`config.mk`:
```
export PLATFORM = sky130hd
export DESIGN_NAME = fic_top
export DESIGN_NICKNAME = d
export VERILOG_FILES = /design/src/include/fic_pkg.sv /design/src/hdl/fic_pwm.sv /design/src/hdl/fic_top.sv
export SDC_FILE = /design/constraint.sdc
export NUM_CORES = 1
export LEC_CHECK = 0
export ABC_AREA = 1
export BUFFER_PORTS_ARGS = -buffer_cell sky130_fd_sc_hd__buf_2
export CAP_MARGIN = 10
export CELL_PAD_IN_SITES_DETAIL_PLACEMENT = 1
export CELL_PAD_IN_SITES_GLOBAL_PLACEMENT = 2
export CORE_MARGIN = 2
export CORE_UTILIZATION = 40
export CTS_BUF_LIST = sky130_fd_sc_hd__clkbuf_4 sky130_fd_sc_hd__clkbuf_8
export CTS_CLUSTER_DIAMETER = 150
export DETAILED_ROUTE_END_ITERATION = 6
export PLACE_DENSITY_LB_ADDON = 0.1
export SLEW_MARGIN = 20
export SYNTH_ARGS = -nofsm -noshare
export SYNTH_HDL_FRONTEND = slang
export SYNTH_SLANG_ARGS = --single-unit
```
`constraint.sdc`:
```
create_clock -name CLOCK -period 5.1 [get_ports CLOCK]
set_clock_uncertainty 0.05 [all_clocks]
set_input_delay 0.255 -clock CLOCK [delete_from_list [all_inputs] [get_ports CLOCK]]
set_output_delay 0.255 -clock CLOCK [all_outputs]
set_load 0.01 [all_outputs]
```
`src/include/fic_pkg.sv`:
```
// Constants and types for the fault indicator and configuration loader
package fic_pkg;

   // ==========================================================
   // Timing
   localparam int unsigned CLK_PERIOD_NS = 50;
   localparam longint unsigned PWM_PERIOD_NS = 64'd62_500_000;
   localparam int unsigned PWM_CYC = int'(PWM_PERIOD_NS / CLK_PERIOD_NS);
   localparam longint unsigned GATE_NS = 64'd250_000_000;
   localparam int unsigned GATE_CYC = int'(GATE_NS / CLK_PERIOD_NS);
   localparam int unsigned BUS_BIT_NS = 10_000;
   localparam int unsigned QTR_CYC = BUS_BIT_NS / (4 * CLK_PERIOD_NS);
   localparam int unsigned PWM_W = 21;
   localparam int unsigned GATE_W = 23;

   // ==========================================================
   // Indicator duty, percent of period spent low
   localparam int unsigned AMP_LOW_PCT = 75;
   localparam int unsigned FREQ_LOW_PCT = 50;

   // ==========================================================
   // Frequency limit
   localparam int unsigned LOW_RES_MAX_HZ = 1000;
   localparam logic [8:0] LOW_RES_EDGES = 9'(LOW_RES_MAX_HZ * (GATE_NS / 64'd1_000_000) / 1000);
   localparam logic [8:0] EDGE_SAT = 9'h1ff;
   localparam logic [3:0] RES_SPLIT = 4'hc;

   // ==========================================================
   // Serial EEPROM transfer
   localparam logic [7:0] DEV_WR = 8'ha0;
   localparam logic [7:0] DEV_RD = 8'ha1;
   localparam logic [7:0] WORD_ADDR = 8'h00;
   localparam logic [6:0] LAST_BYTE = 7'h7f;
   localparam logic [3:0] ACK_BIT = 4'h8;
   localparam int unsigned KEEP_BYTES = 2;
   localparam int unsigned RES_BYTE = 0;
   localparam int unsigned RES_LSB = 0;
   localparam int unsigned FMAX_BYTE = 1;

   // ==========================================================
   // Types
   typedef enum logic [3:0] {
      LD_IDLE = 4'h0,
      LD_START = 4'h1,
      LD_TX = 4'h3,
      LD_RSTART = 4'h2,
      LD_RX = 4'h6,
      LD_STOP = 4'h7,
      LD_DONE = 4'h5,
      LD_FAIL = 4'h4
   } fic_ld_t;

   typedef enum logic [1:0] {
      FM_NONE = 2'h0,
      FM_AMP = 2'h1,
      FM_FREQ = 2'h2,
      FM_CFG = 2'h3
   } fic_mode_t;

   typedef struct packed {
      logic cfg;
      logic amp;
      logic freq;
   } fic_fault_t;

endpackage

```
`src/hdl/fic_pwm.sv`:
```
// Indicator waveform generator: steady levels or 16 Hz PWM
`timescale 1ns/100ps
module fic_pwm #(
   parameter int unsigned PERIOD = fic_pkg::PWM_CYC
) (
   input wire logic clk,
   input wire logic rst_b,
   input wire fic_pkg::fic_mode_t mode,
   output logic level_q
);

   localparam logic [fic_pkg::PWM_W-1:0] LAST = fic_pkg::PWM_W'(PERIOD - 1);
   localparam logic [fic_pkg::PWM_W-1:0] LOW_AMP = fic_pkg::PWM_W'(PERIOD * fic_pkg::AMP_LOW_PCT / 100);
   localparam logic [fic_pkg::PWM_W-1:0] LOW_FREQ = fic_pkg::PWM_W'(PERIOD * fic_pkg::FREQ_LOW_PCT / 100);

   logic [fic_pkg::PWM_W-1:0] cnt_q;

   // ==========================================================
   // Period counter, free running so a mode change never stalls it
   always_ff @(posedge clk or negedge rst_b) begin
      if (!rst_b) begin
         cnt_q <= '0;
      end else if (cnt_q == LAST) begin
         cnt_q <= '0;
      end else begin
         cnt_q <= cnt_q + 1'b1;
      end
   end

   // ==========================================================
   // Output level
   always_ff @(posedge clk or negedge rst_b) begin
      if (!rst_b) begin
         level_q <= 1'b1;
      end else begin
         unique case (mode)
            fic_pkg::FM_NONE: level_q <= 1'b1;
            fic_pkg::FM_AMP: level_q <= (cnt_q >= LOW_AMP);
            fic_pkg::FM_FREQ: level_q <= (cnt_q >= LOW_FREQ);
            fic_pkg::FM_CFG: level_q <= 1'b0;
         endcase
      end
   end

endmodule // fic_pwm

```
`src/hdl/fic_top.sv`:
```
// Fault indicator with power-up configuration load from serial EEPROM
`timescale 1ns/100ps
module fic_top #(
   parameter int unsigned PWM_CYCLES = fic_pkg::PWM_CYC,
   parameter int unsigned GATE_CYCLES = fic_pkg::GATE_CYC,
   parameter int unsigned QTR_CYCLES = fic_pkg::QTR_CYC
) (
   input wire logic CLOCK,
   input wire logic RST_B,
   input wire logic AMP_LOW,
   input wire logic SIG_ZC,
   input wire logic SDA_IN,
   output logic SCL,
   output logic SDA_OUT,
   output logic SDA_OE,
   output logic FAULT_B,
   output logic CFG_READY,
   output logic [3:0] RES_CODE
);

   localparam int unsigned NPIN = 3;
   localparam int unsigned P_AMP = 0;
   localparam int unsigned P_ZC = 1;
   localparam int unsigned P_SDA = 2;
   localparam logic [5:0] QTR_LAST = 6'(QTR_CYCLES - 1);
   localparam logic [fic_pkg::GATE_W-1:0] GATE_LAST = fic_pkg::GATE_W'(GATE_CYCLES - 1);

   logic [NPIN-1:0] pin_in;
   logic [NPIN-1:0] filt_q;
   fic_pkg::fic_ld_t st_q;
   logic [5:0] qcnt_q;
   logic qtick;
   logic [1:0] ph_q;
   logic [3:0] bitn_q;
   logic [1:0] txsel_q;
   logic [6:0] bcnt_q;
   logic [7:0] shr_q;
   logic [7:0] sum_q;
   logic nack_q;
   logic [7:0] keep_q [fic_pkg::KEEP_BYTES];
   logic [7:0] tx_byte;
   logic scl_d;
   logic sda_low_d;
   logic zc_prev_q;
   logic [fic_pkg::GATE_W-1:0] gate_q;
   logic [8:0] edges_q;
   logic [8:0] limit;
   logic freq_flt_q;
   fic_pkg::fic_fault_t flt;
   fic_pkg::fic_mode_t mode;

   assign pin_in = {SDA_IN, SIG_ZC, AMP_LOW};

   // ==========================================================
   // Pin synchronisers: a change counts once stages two and three agree
   genvar gi;
   generate
      for (gi = 0; gi < NPIN; gi++) begin : g_sync
         logic [2:0] s_q;
         always_ff @(posedge CLOCK or negedge RST_B) begin
            if (!RST_B) begin
               s_q <= 3'h7;
               filt_q[gi] <= 1'b1;
            end else begin
               s_q <= {s_q[1:0], pin_in[gi]};
               if (s_q[1] == s_q[2]) begin
                  filt_q[gi] <= s_q[2];
               end
            end
         end
      end
   endgenerate

   // ==========================================================
   // Quarter-bit timebase for the EEPROM bus
   always_ff @(posedge CLOCK or negedge RST_B) begin
      if (!RST_B) begin
         qcnt_q <= '0;
      end else if (qcnt_q == QTR_LAST) begin
         qcnt_q <= '0;
      end else begin
         qcnt_q <= qcnt_q + 1'b1;
      end
   end
   assign qtick = (qcnt_q == QTR_LAST);

   always_comb begin
      unique case (txsel_q)
         2'h0: tx_byte = fic_pkg::DEV_WR;
         2'h1: tx_byte = fic_pkg::WORD_ADDR;
         default: tx_byte = fic_pkg::DEV_RD;
      endcase
   end

   // ==========================================================
   // Load sequencer: address, word pointer, repeated start, 128-byte read
   always_ff @(posedge CLOCK or negedge RST_B) begin
      if (!RST_B) begin
         st_q <= fic_pkg::LD_IDLE;
         ph_q <= '0;
         bitn_q <= '0;
         txsel_q <= '0;
         bcnt_q <= '0;
         nack_q <= 1'b0;
      end else if (qtick) begin
         ph_q <= ph_q + 1'b1;
         if (ph_q == 2'h2 && st_q == fic_pkg::LD_TX && bitn_q == fic_pkg::ACK_BIT) begin
            nack_q <= filt_q[P_SDA];
         end
         if (ph_q == 2'h3) begin
            unique case (st_q)
               fic_pkg::LD_IDLE: st_q <= fic_pkg::LD_START;
               fic_pkg::LD_START, fic_pkg::LD_RSTART: begin
                  st_q <= fic_pkg::LD_TX;
                  bitn_q <= '0;
               end
               fic_pkg::LD_TX: begin
                  if (bitn_q == fic_pkg::ACK_BIT) begin
                     bitn_q <= '0;
                     if (nack_q) begin
                        st_q <= fic_pkg::LD_STOP;
                     end else if (txsel_q == 2'h1) begin
                        st_q <= fic_pkg::LD_RSTART;
                        txsel_q <= 2'h2;
                     end else if (txsel_q == 2'h0) begin
                        txsel_q <= 2'h1;
                     end else begin
                        st_q <= fic_pkg::LD_RX;
                     end
                  end else begin
                     bitn_q <= bitn_q + 1'b1;
                  end
               end
               fic_pkg::LD_RX: begin
                  if (bitn_q == fic_pkg::ACK_BIT) begin
                     bitn_q <= '0;
                     bcnt_q <= bcnt_q + 1'b1;
                     if (bcnt_q == fic_pkg::LAST_BYTE) begin
                        st_q <= fic_pkg::LD_STOP;
                     end
                  end else begin
                     bitn_q <= bitn_q + 1'b1;
                  end
               end
               fic_pkg::LD_STOP: begin
                  // Any refusal or a nonzero byte sum marks the image bad
                  if (nack_q || sum_q != 8'h00) begin
                     st_q <= fic_pkg::LD_FAIL;
                  end else begin
                     st_q <= fic_pkg::LD_DONE;
                  end
               end
               fic_pkg::LD_DONE, fic_pkg::LD_FAIL: st_q <= st_q;
            endcase
         end
      end
   end

   // ==========================================================
   // Read data shift, checksum and kept configuration bytes
   always_ff @(posedge CLOCK or negedge RST_B) begin
      if (!RST_B) begin
         shr_q <= '0;
         sum_q <= '0;
      end else if (qtick && st_q == fic_pkg::LD_RX && bitn_q != fic_pkg::ACK_BIT) begin
         if (ph_q == 2'h2) begin
            shr_q <= {shr_q[6:0], filt_q[P_SDA]};
         end
         if (ph_q == 2'h3 && bitn_q == 4'h7) begin
            sum_q <= sum_q + shr_q;
         end
      end
   end

   generate
      for (gi = 0; gi < fic_pkg::KEEP_BYTES; gi++) begin : g_keep
         always_ff @(posedge CLOCK or negedge RST_B) begin
            if (!RST_B) begin
               keep_q[gi] <= '0;
            end else if (qtick && st_q == fic_pkg::LD_RX && ph_q == 2'h3 && bitn_q == 4'h7
                         && bcnt_q == 7'(gi)) begin
               keep_q[gi] <= shr_q;
            end
         end
      end
   endgenerate

   // ==========================================================
   // Bus drive; SDA is open drain, only ever pulled low
   always_comb begin
      scl_d = 1'b1;
      sda_low_d = 1'b0;
      unique case (st_q)
         fic_pkg::LD_START, fic_pkg::LD_RSTART: begin
            scl_d = (ph_q == 2'h1 || ph_q == 2'h2);
            sda_low_d = ph_q[1];
         end
         fic_pkg::LD_TX: begin
            scl_d = (ph_q == 2'h1 || ph_q == 2'h2);
            sda_low_d = (bitn_q != fic_pkg::ACK_BIT) && !tx_byte[3'(4'h7 - bitn_q)];
         end
         fic_pkg::LD_RX: begin
            scl_d = (ph_q == 2'h1 || ph_q == 2'h2);
            // Acknowledge every byte but the last, which ends the read
            sda_low_d = (bitn_q == fic_pkg::ACK_BIT) && (bcnt_q != fic_pkg::LAST_BYTE);
         end
         fic_pkg::LD_STOP: begin
            scl_d = (ph_q != 2'h0);
            sda_low_d = !ph_q[1];
         end
         fic_pkg::LD_IDLE, fic_pkg::LD_DONE, fic_pkg::LD_FAIL: begin
            scl_d = 1'b1;
            sda_low_d = 1'b0;
         end
      endcase
   end

   always_ff @(posedge CLOCK or negedge RST_B) begin
      if (!RST_B) begin
         SCL <= 1'b1;
         SDA_OE <= 1'b0;
         SDA_OUT <= 1'b0;
      end else begin
         SCL <= scl_d;
         SDA_OE <= sda_low_d;
         SDA_OUT <= 1'b0;
      end
   end

   always_ff @(posedge CLOCK or negedge RST_B) begin
      if (!RST_B) begin
         CFG_READY <= 1'b0;
         RES_CODE <= '0;
      end else begin
         CFG_READY <= (st_q == fic_pkg::LD_DONE);
         RES_CODE <= keep_q[fic_pkg::RES_BYTE][fic_pkg::RES_LSB +: 4];
      end
   end

   // ==========================================================
   // Frequency monitor: signal edges counted over a fixed gate
   assign limit = (RES_CODE < fic_pkg::RES_SPLIT) ? fic_pkg::LOW_RES_EDGES
                                                  : {1'b0, keep_q[fic_pkg::FMAX_BYTE]};

   always_ff @(posedge CLOCK or negedge RST_B) begin
      if (!RST_B) begin
         zc_prev_q <= 1'b1;
         gate_q <= '0;
         edges_q <= '0;
         freq_flt_q <= 1'b0;
      end else begin
         zc_prev_q <= filt_q[P_ZC];
         if (!CFG_READY) begin
            gate_q <= '0;
            edges_q <= '0;
            freq_flt_q <= 1'b0;
         end else if (gate_q == GATE_LAST) begin
            gate_q <= '0;
            edges_q <= '0;
            freq_flt_q <= (edges_q > limit);
         end else begin
            gate_q <= gate_q + 1'b1;
            if (filt_q[P_ZC] && !zc_prev_q && edges_q != fic_pkg::EDGE_SAT) begin
               edges_q <= edges_q + 1'b1;
            end
         end
      end
   end

   // ==========================================================
   // Fault priority and indicator
   always_comb begin
      flt.cfg = (st_q == fic_pkg::LD_FAIL);
      flt.amp = CFG_READY && filt_q[P_AMP];
      flt.freq = CFG_READY && freq_flt_q;
      if (flt.cfg) begin
         mode = fic_pkg::FM_CFG;
      end else if (flt.amp) begin
         mode = fic_pkg::FM_AMP;
      end else if (flt.freq) begin
         mode = fic_pkg::FM_FREQ;
      end else begin
         mode = fic_pkg::FM_NONE;
      end
   end

   fic_pwm #(
      .PERIOD(PWM_CYCLES)
   ) u_pwm (
      .clk(CLOCK),
      .rst_b(RST_B),
      .mode(mode),
      .level_q(FAULT_B)
   );

endmodule // fic_top

```
==> impl_metrics.csv <==
group,metric,value,unit
clocking,numCtsBuffers,17,
timing,setup_violations,0,
yosys,synth_ff_type,"dfrtp_1",
clocking,htree_levels,4,
finish,layout-drive-gt1-share,11.4,%
timing,relSlewSlack,38.5,%
grt,grt_max_degree,96,
run_status,status,"complete, no violations",
finish,diodes,0,
grt,antenna_found_initial,0,
yosys,synth-seq-cells,128,
power_and_ir_drop,switchingPower,0.461,mW
critical_path,cpPeakStageDelay,0.44,ns
critical_path,crit_type,"reg -> reg",
floorplan,die_w,137,um
finish,synthToLayoutAreaGrowth,10.8,%
detailed_routing,drc,0,
grt,grt_pass1_vias,6081,
yosys,synth-edff-count,0,
yosys,syn-instance-count,900,
placed_design,portBuffers,12,
floorplan,initial_utilization,40.9,%
yosys,synth_cell_types,44,
grt,grt_pass1_wl,29800,um
detailed_routing,vias,5836,
timing,worst_slack,2.96,ns
min_path,hp-class,"reg -> reg",
timing,fmax,466,MHz
grt,track_usage,20.3,%
finish,final_core_util,45.4,%
power_and_ir_drop,seq_power_share,50.7,%
yosys,syn_area,7110,um2
yosys,async_flop_share,100,%
placed_design,preCtsSetupSlack,2.99,ns
clocking,clock-root-buffer,"clkbuf_8",
power_and_ir_drop,switching_share,22.7,%
detailed_routing,drt_wl_total,17600,um
timing,worst_pin_slew,0.922,ns
critical_path,path_max_fanout,5,
clocking,cts_buffer_depth,2,
critical_path,cp_cell_sequence,"ha_1, nand3_1, nor4_1, ha_1, inv_1, nand3_1, nor3_1, nand2_1, o21ai_0, inv_1, nor2_1",
clocking,post-cts-setup-buffers,0,
critical_path,path_buf_inv,2,
detailed_routing,wire_per_inst,15.1,um
power_and_ir_drop,ir_drop,164,uV
grt,grt-ovfl-total,0,
floorplan,die_h,137,um
critical_path,crit_arrival,2.46,ns
timing,fin_crit_sh,42.1,%
timing,hold_viol,0,
critical_path,path_delay_family,"simple AND/OR/NAND/NOR gates",
timing,slew_viol_final,0,
placed_design,gp_congestion,0.852,
critical_path,startpoint_type,"flip-flop",
floorplan,row_count,48,
critical_path,critPathRequiredTime,5.42,ns
detailed_routing,viasPerCell,5.00,
power_and_ir_drop,leakage,3.68,nW
placed_design,dpl.hpwl,13200,um
floorplan,io_pins,14,
clocking,cts.clk_slew.worst_paths,0.08,ns
power_and_ir_drop,p_int,1.57,mW
run,cap_viol_max_count,0,
clocking,cts_tree,"built",
yosys,synth_seq_area_share,45.3,%
finish,finalNetCount,965,
clocking,clock_latency,0.44,ns
power_and_ir_drop,p_comb_share,1.6,%
floorplan,die-area,18800,um2
timing,rsz0062_at_grt,"false",
timing,min_period,2.14,ns
critical_path,worst_setup_path_end_kind,"flip-flop",
yosys,avgSynthCellArea,7.90,um2
floorplan,coreArea,17400,um2
power_and_ir_drop,pwr-share-clk,47.7,%
detailed_routing,drt_iter0_drc,242,
timing,setup_tns,0,ns
detailed_routing,drt_first_pass_iters,5,
critical_path,cp_slowest_cell,"dfrtp_1",
power_and_ir_drop,p_per_area,258,nW/um2
yosys,syn_nets,936,
detailed_routing,ant_nets,0,
yosys,yosysWarnings,0,
clocking,cts_sinks,128,
[kinds of logic after synthesis]
| logic type | Yosys count | share of synthesized area [%] |
|---|---|---|
| AND/OR/NAND/NOR | 504 | 31.7 |
| AO/OA/AOI/OAI | 73 | 6.18 |
| other | 1 | 0.0528 |
| XOR/XNOR | 26 | 3.20 |
| buffers and inverters | 134 | 7.52 |
| adder cells (fa/ha/maj) | 34 | 5.99 |
| flip-flops | 128 | 45.3 |
[metrics by stage]
| step | power, mW | instance area [um2] | std cells | hold slack (ns) |
|---|---|---|---|---|
| after CTS | 2.06 | 7880 | 1167 | 0.309 |
| after global routing | 2.11 | 7880 | 1167 | 0.314 |
| after detailed placement | 1.08 | 7410 | 1131 | 0.298 |
| final | 2.03 | 7880 | 1167 | 0.307 |
| after floorplan | 1.06 | 7110 | 900 | -0.0906 |
| after global placement | 1.08 | 7410 | 1131 | 0.296 |
[synthesized netlist by cell type (2+ instances only)]
master   count  area share [%]
dfrtp_1    113              40
nor3_1      26             1.8
inv_1      120             6.3
buf_2        2            0.14
nor2_4       3            0.48
o21ai_1      2            0.14
nand3_1     70             4.9
a21oi_1     22             1.5
ha_1        30             5.3
nand3_4      2            0.49
a31oi_1      3            0.26
inv_2        6            0.32
nand2_2      2            0.18
dfstp_2     15             5.5
nand4_1     23             2.0
or2_2        4            0.35
nor2_1     138             7.3
buf_6        3            0.48
nor3b_1      2            0.21
nor2_2       4            0.35
o21ai_2     15             1.8
o21ai_0     26             1.8
xor2_1      19             2.3
nand2_1    217              11
xnor2_1      7            0.86
maj3_1       3            0.42
nand3_2      3            0.42
a21o_1       2            0.21
nand2_4      3            0.48
[state kept, by name, indices dropped and copies added (netlist names), 6 cells and up]
signal       flops
bcnt_q           7
u_pwm.cnt_q     21
edges_q          9
g_sync.s_q       9
gate_q          23
sum_q            8
qcnt_q           6
shr_q            8
keep_q          12
[final cells by class]
class                           instances  area, um2
Fill cell                            2133       9480
Multi-Input combinational cell        638       3350
Sequential cell                       128       3220
Inverter                              127        479
Tap cell                              225        282
Clock buffer                           18        241
Clock inverter                         14        189
Timing Repair Buffer                   17        114
[final timing paths]
check / startpoint / endpoint / slack (ns) / cells past startpoint
worst min register to register: g_sync[0].s_q[0] / g_sync[0].s_q[1] / 0.31 / 0
min in group asynchronous: RST_B / gate_q[17] / 0.39 / 2
worst max register to register: edges_q[1] / edges_q[7] / 2.96 / 11
worst min-delay path: g_sync[0].s_q[0] / g_sync[0].s_q[1] / 0.31 / 0
max in group asynchronous: RST_B / filt_q[2] / 3.52 / 3
worst max-delay path: edges_q[1] / edges_q[7] / 2.96 / 11
[power by group through the flow]
stage,registers (mW),clock network (mW),logic [mW]
floorplan,1.05,0,0.00667
global placement,1.05,0,0.0307
detailed placement,1.05,0,0.0319
CTS,1.03,0.997,0.0344
global route,1.03,1.04,0.0375
finish,1.03,0.968,0.0325
[what timing repair did]
action                     4_1_cts  5_1_grt
hold endpoints to repair        87        0
hold buffers                     4        0
setup endpoints to repair        0        0
gates resized for setup          0        0
[cells in the final DEF (no fill, tap or decap), types with 6 or more instances in the layout]
cell,instances
buf_2,11
nand4_1,23
inv_1,120
nand2_1,217
nand3_1,70
o21ai_0,26
dfstp_2,15
nor2_1,138
dfrtp_1,113
xnor2_1,7
a21oi_1,22
o21ai_2,15
xor2_1,19
nor3_1,26
clkbuf_8,17
inv_2,6
ha_1,30
[routing by layer]
metal	part of all wire, %	vias to the layer above	track usage, %
met5	0	-	0
met4	1.1	0	5.56
met3	2.7	12	4.60
li1	-	2933	-
met2	49	44	33.2
met1	48	2847	27.0
No activity file was read; power rests on OpenSTA's default activity.
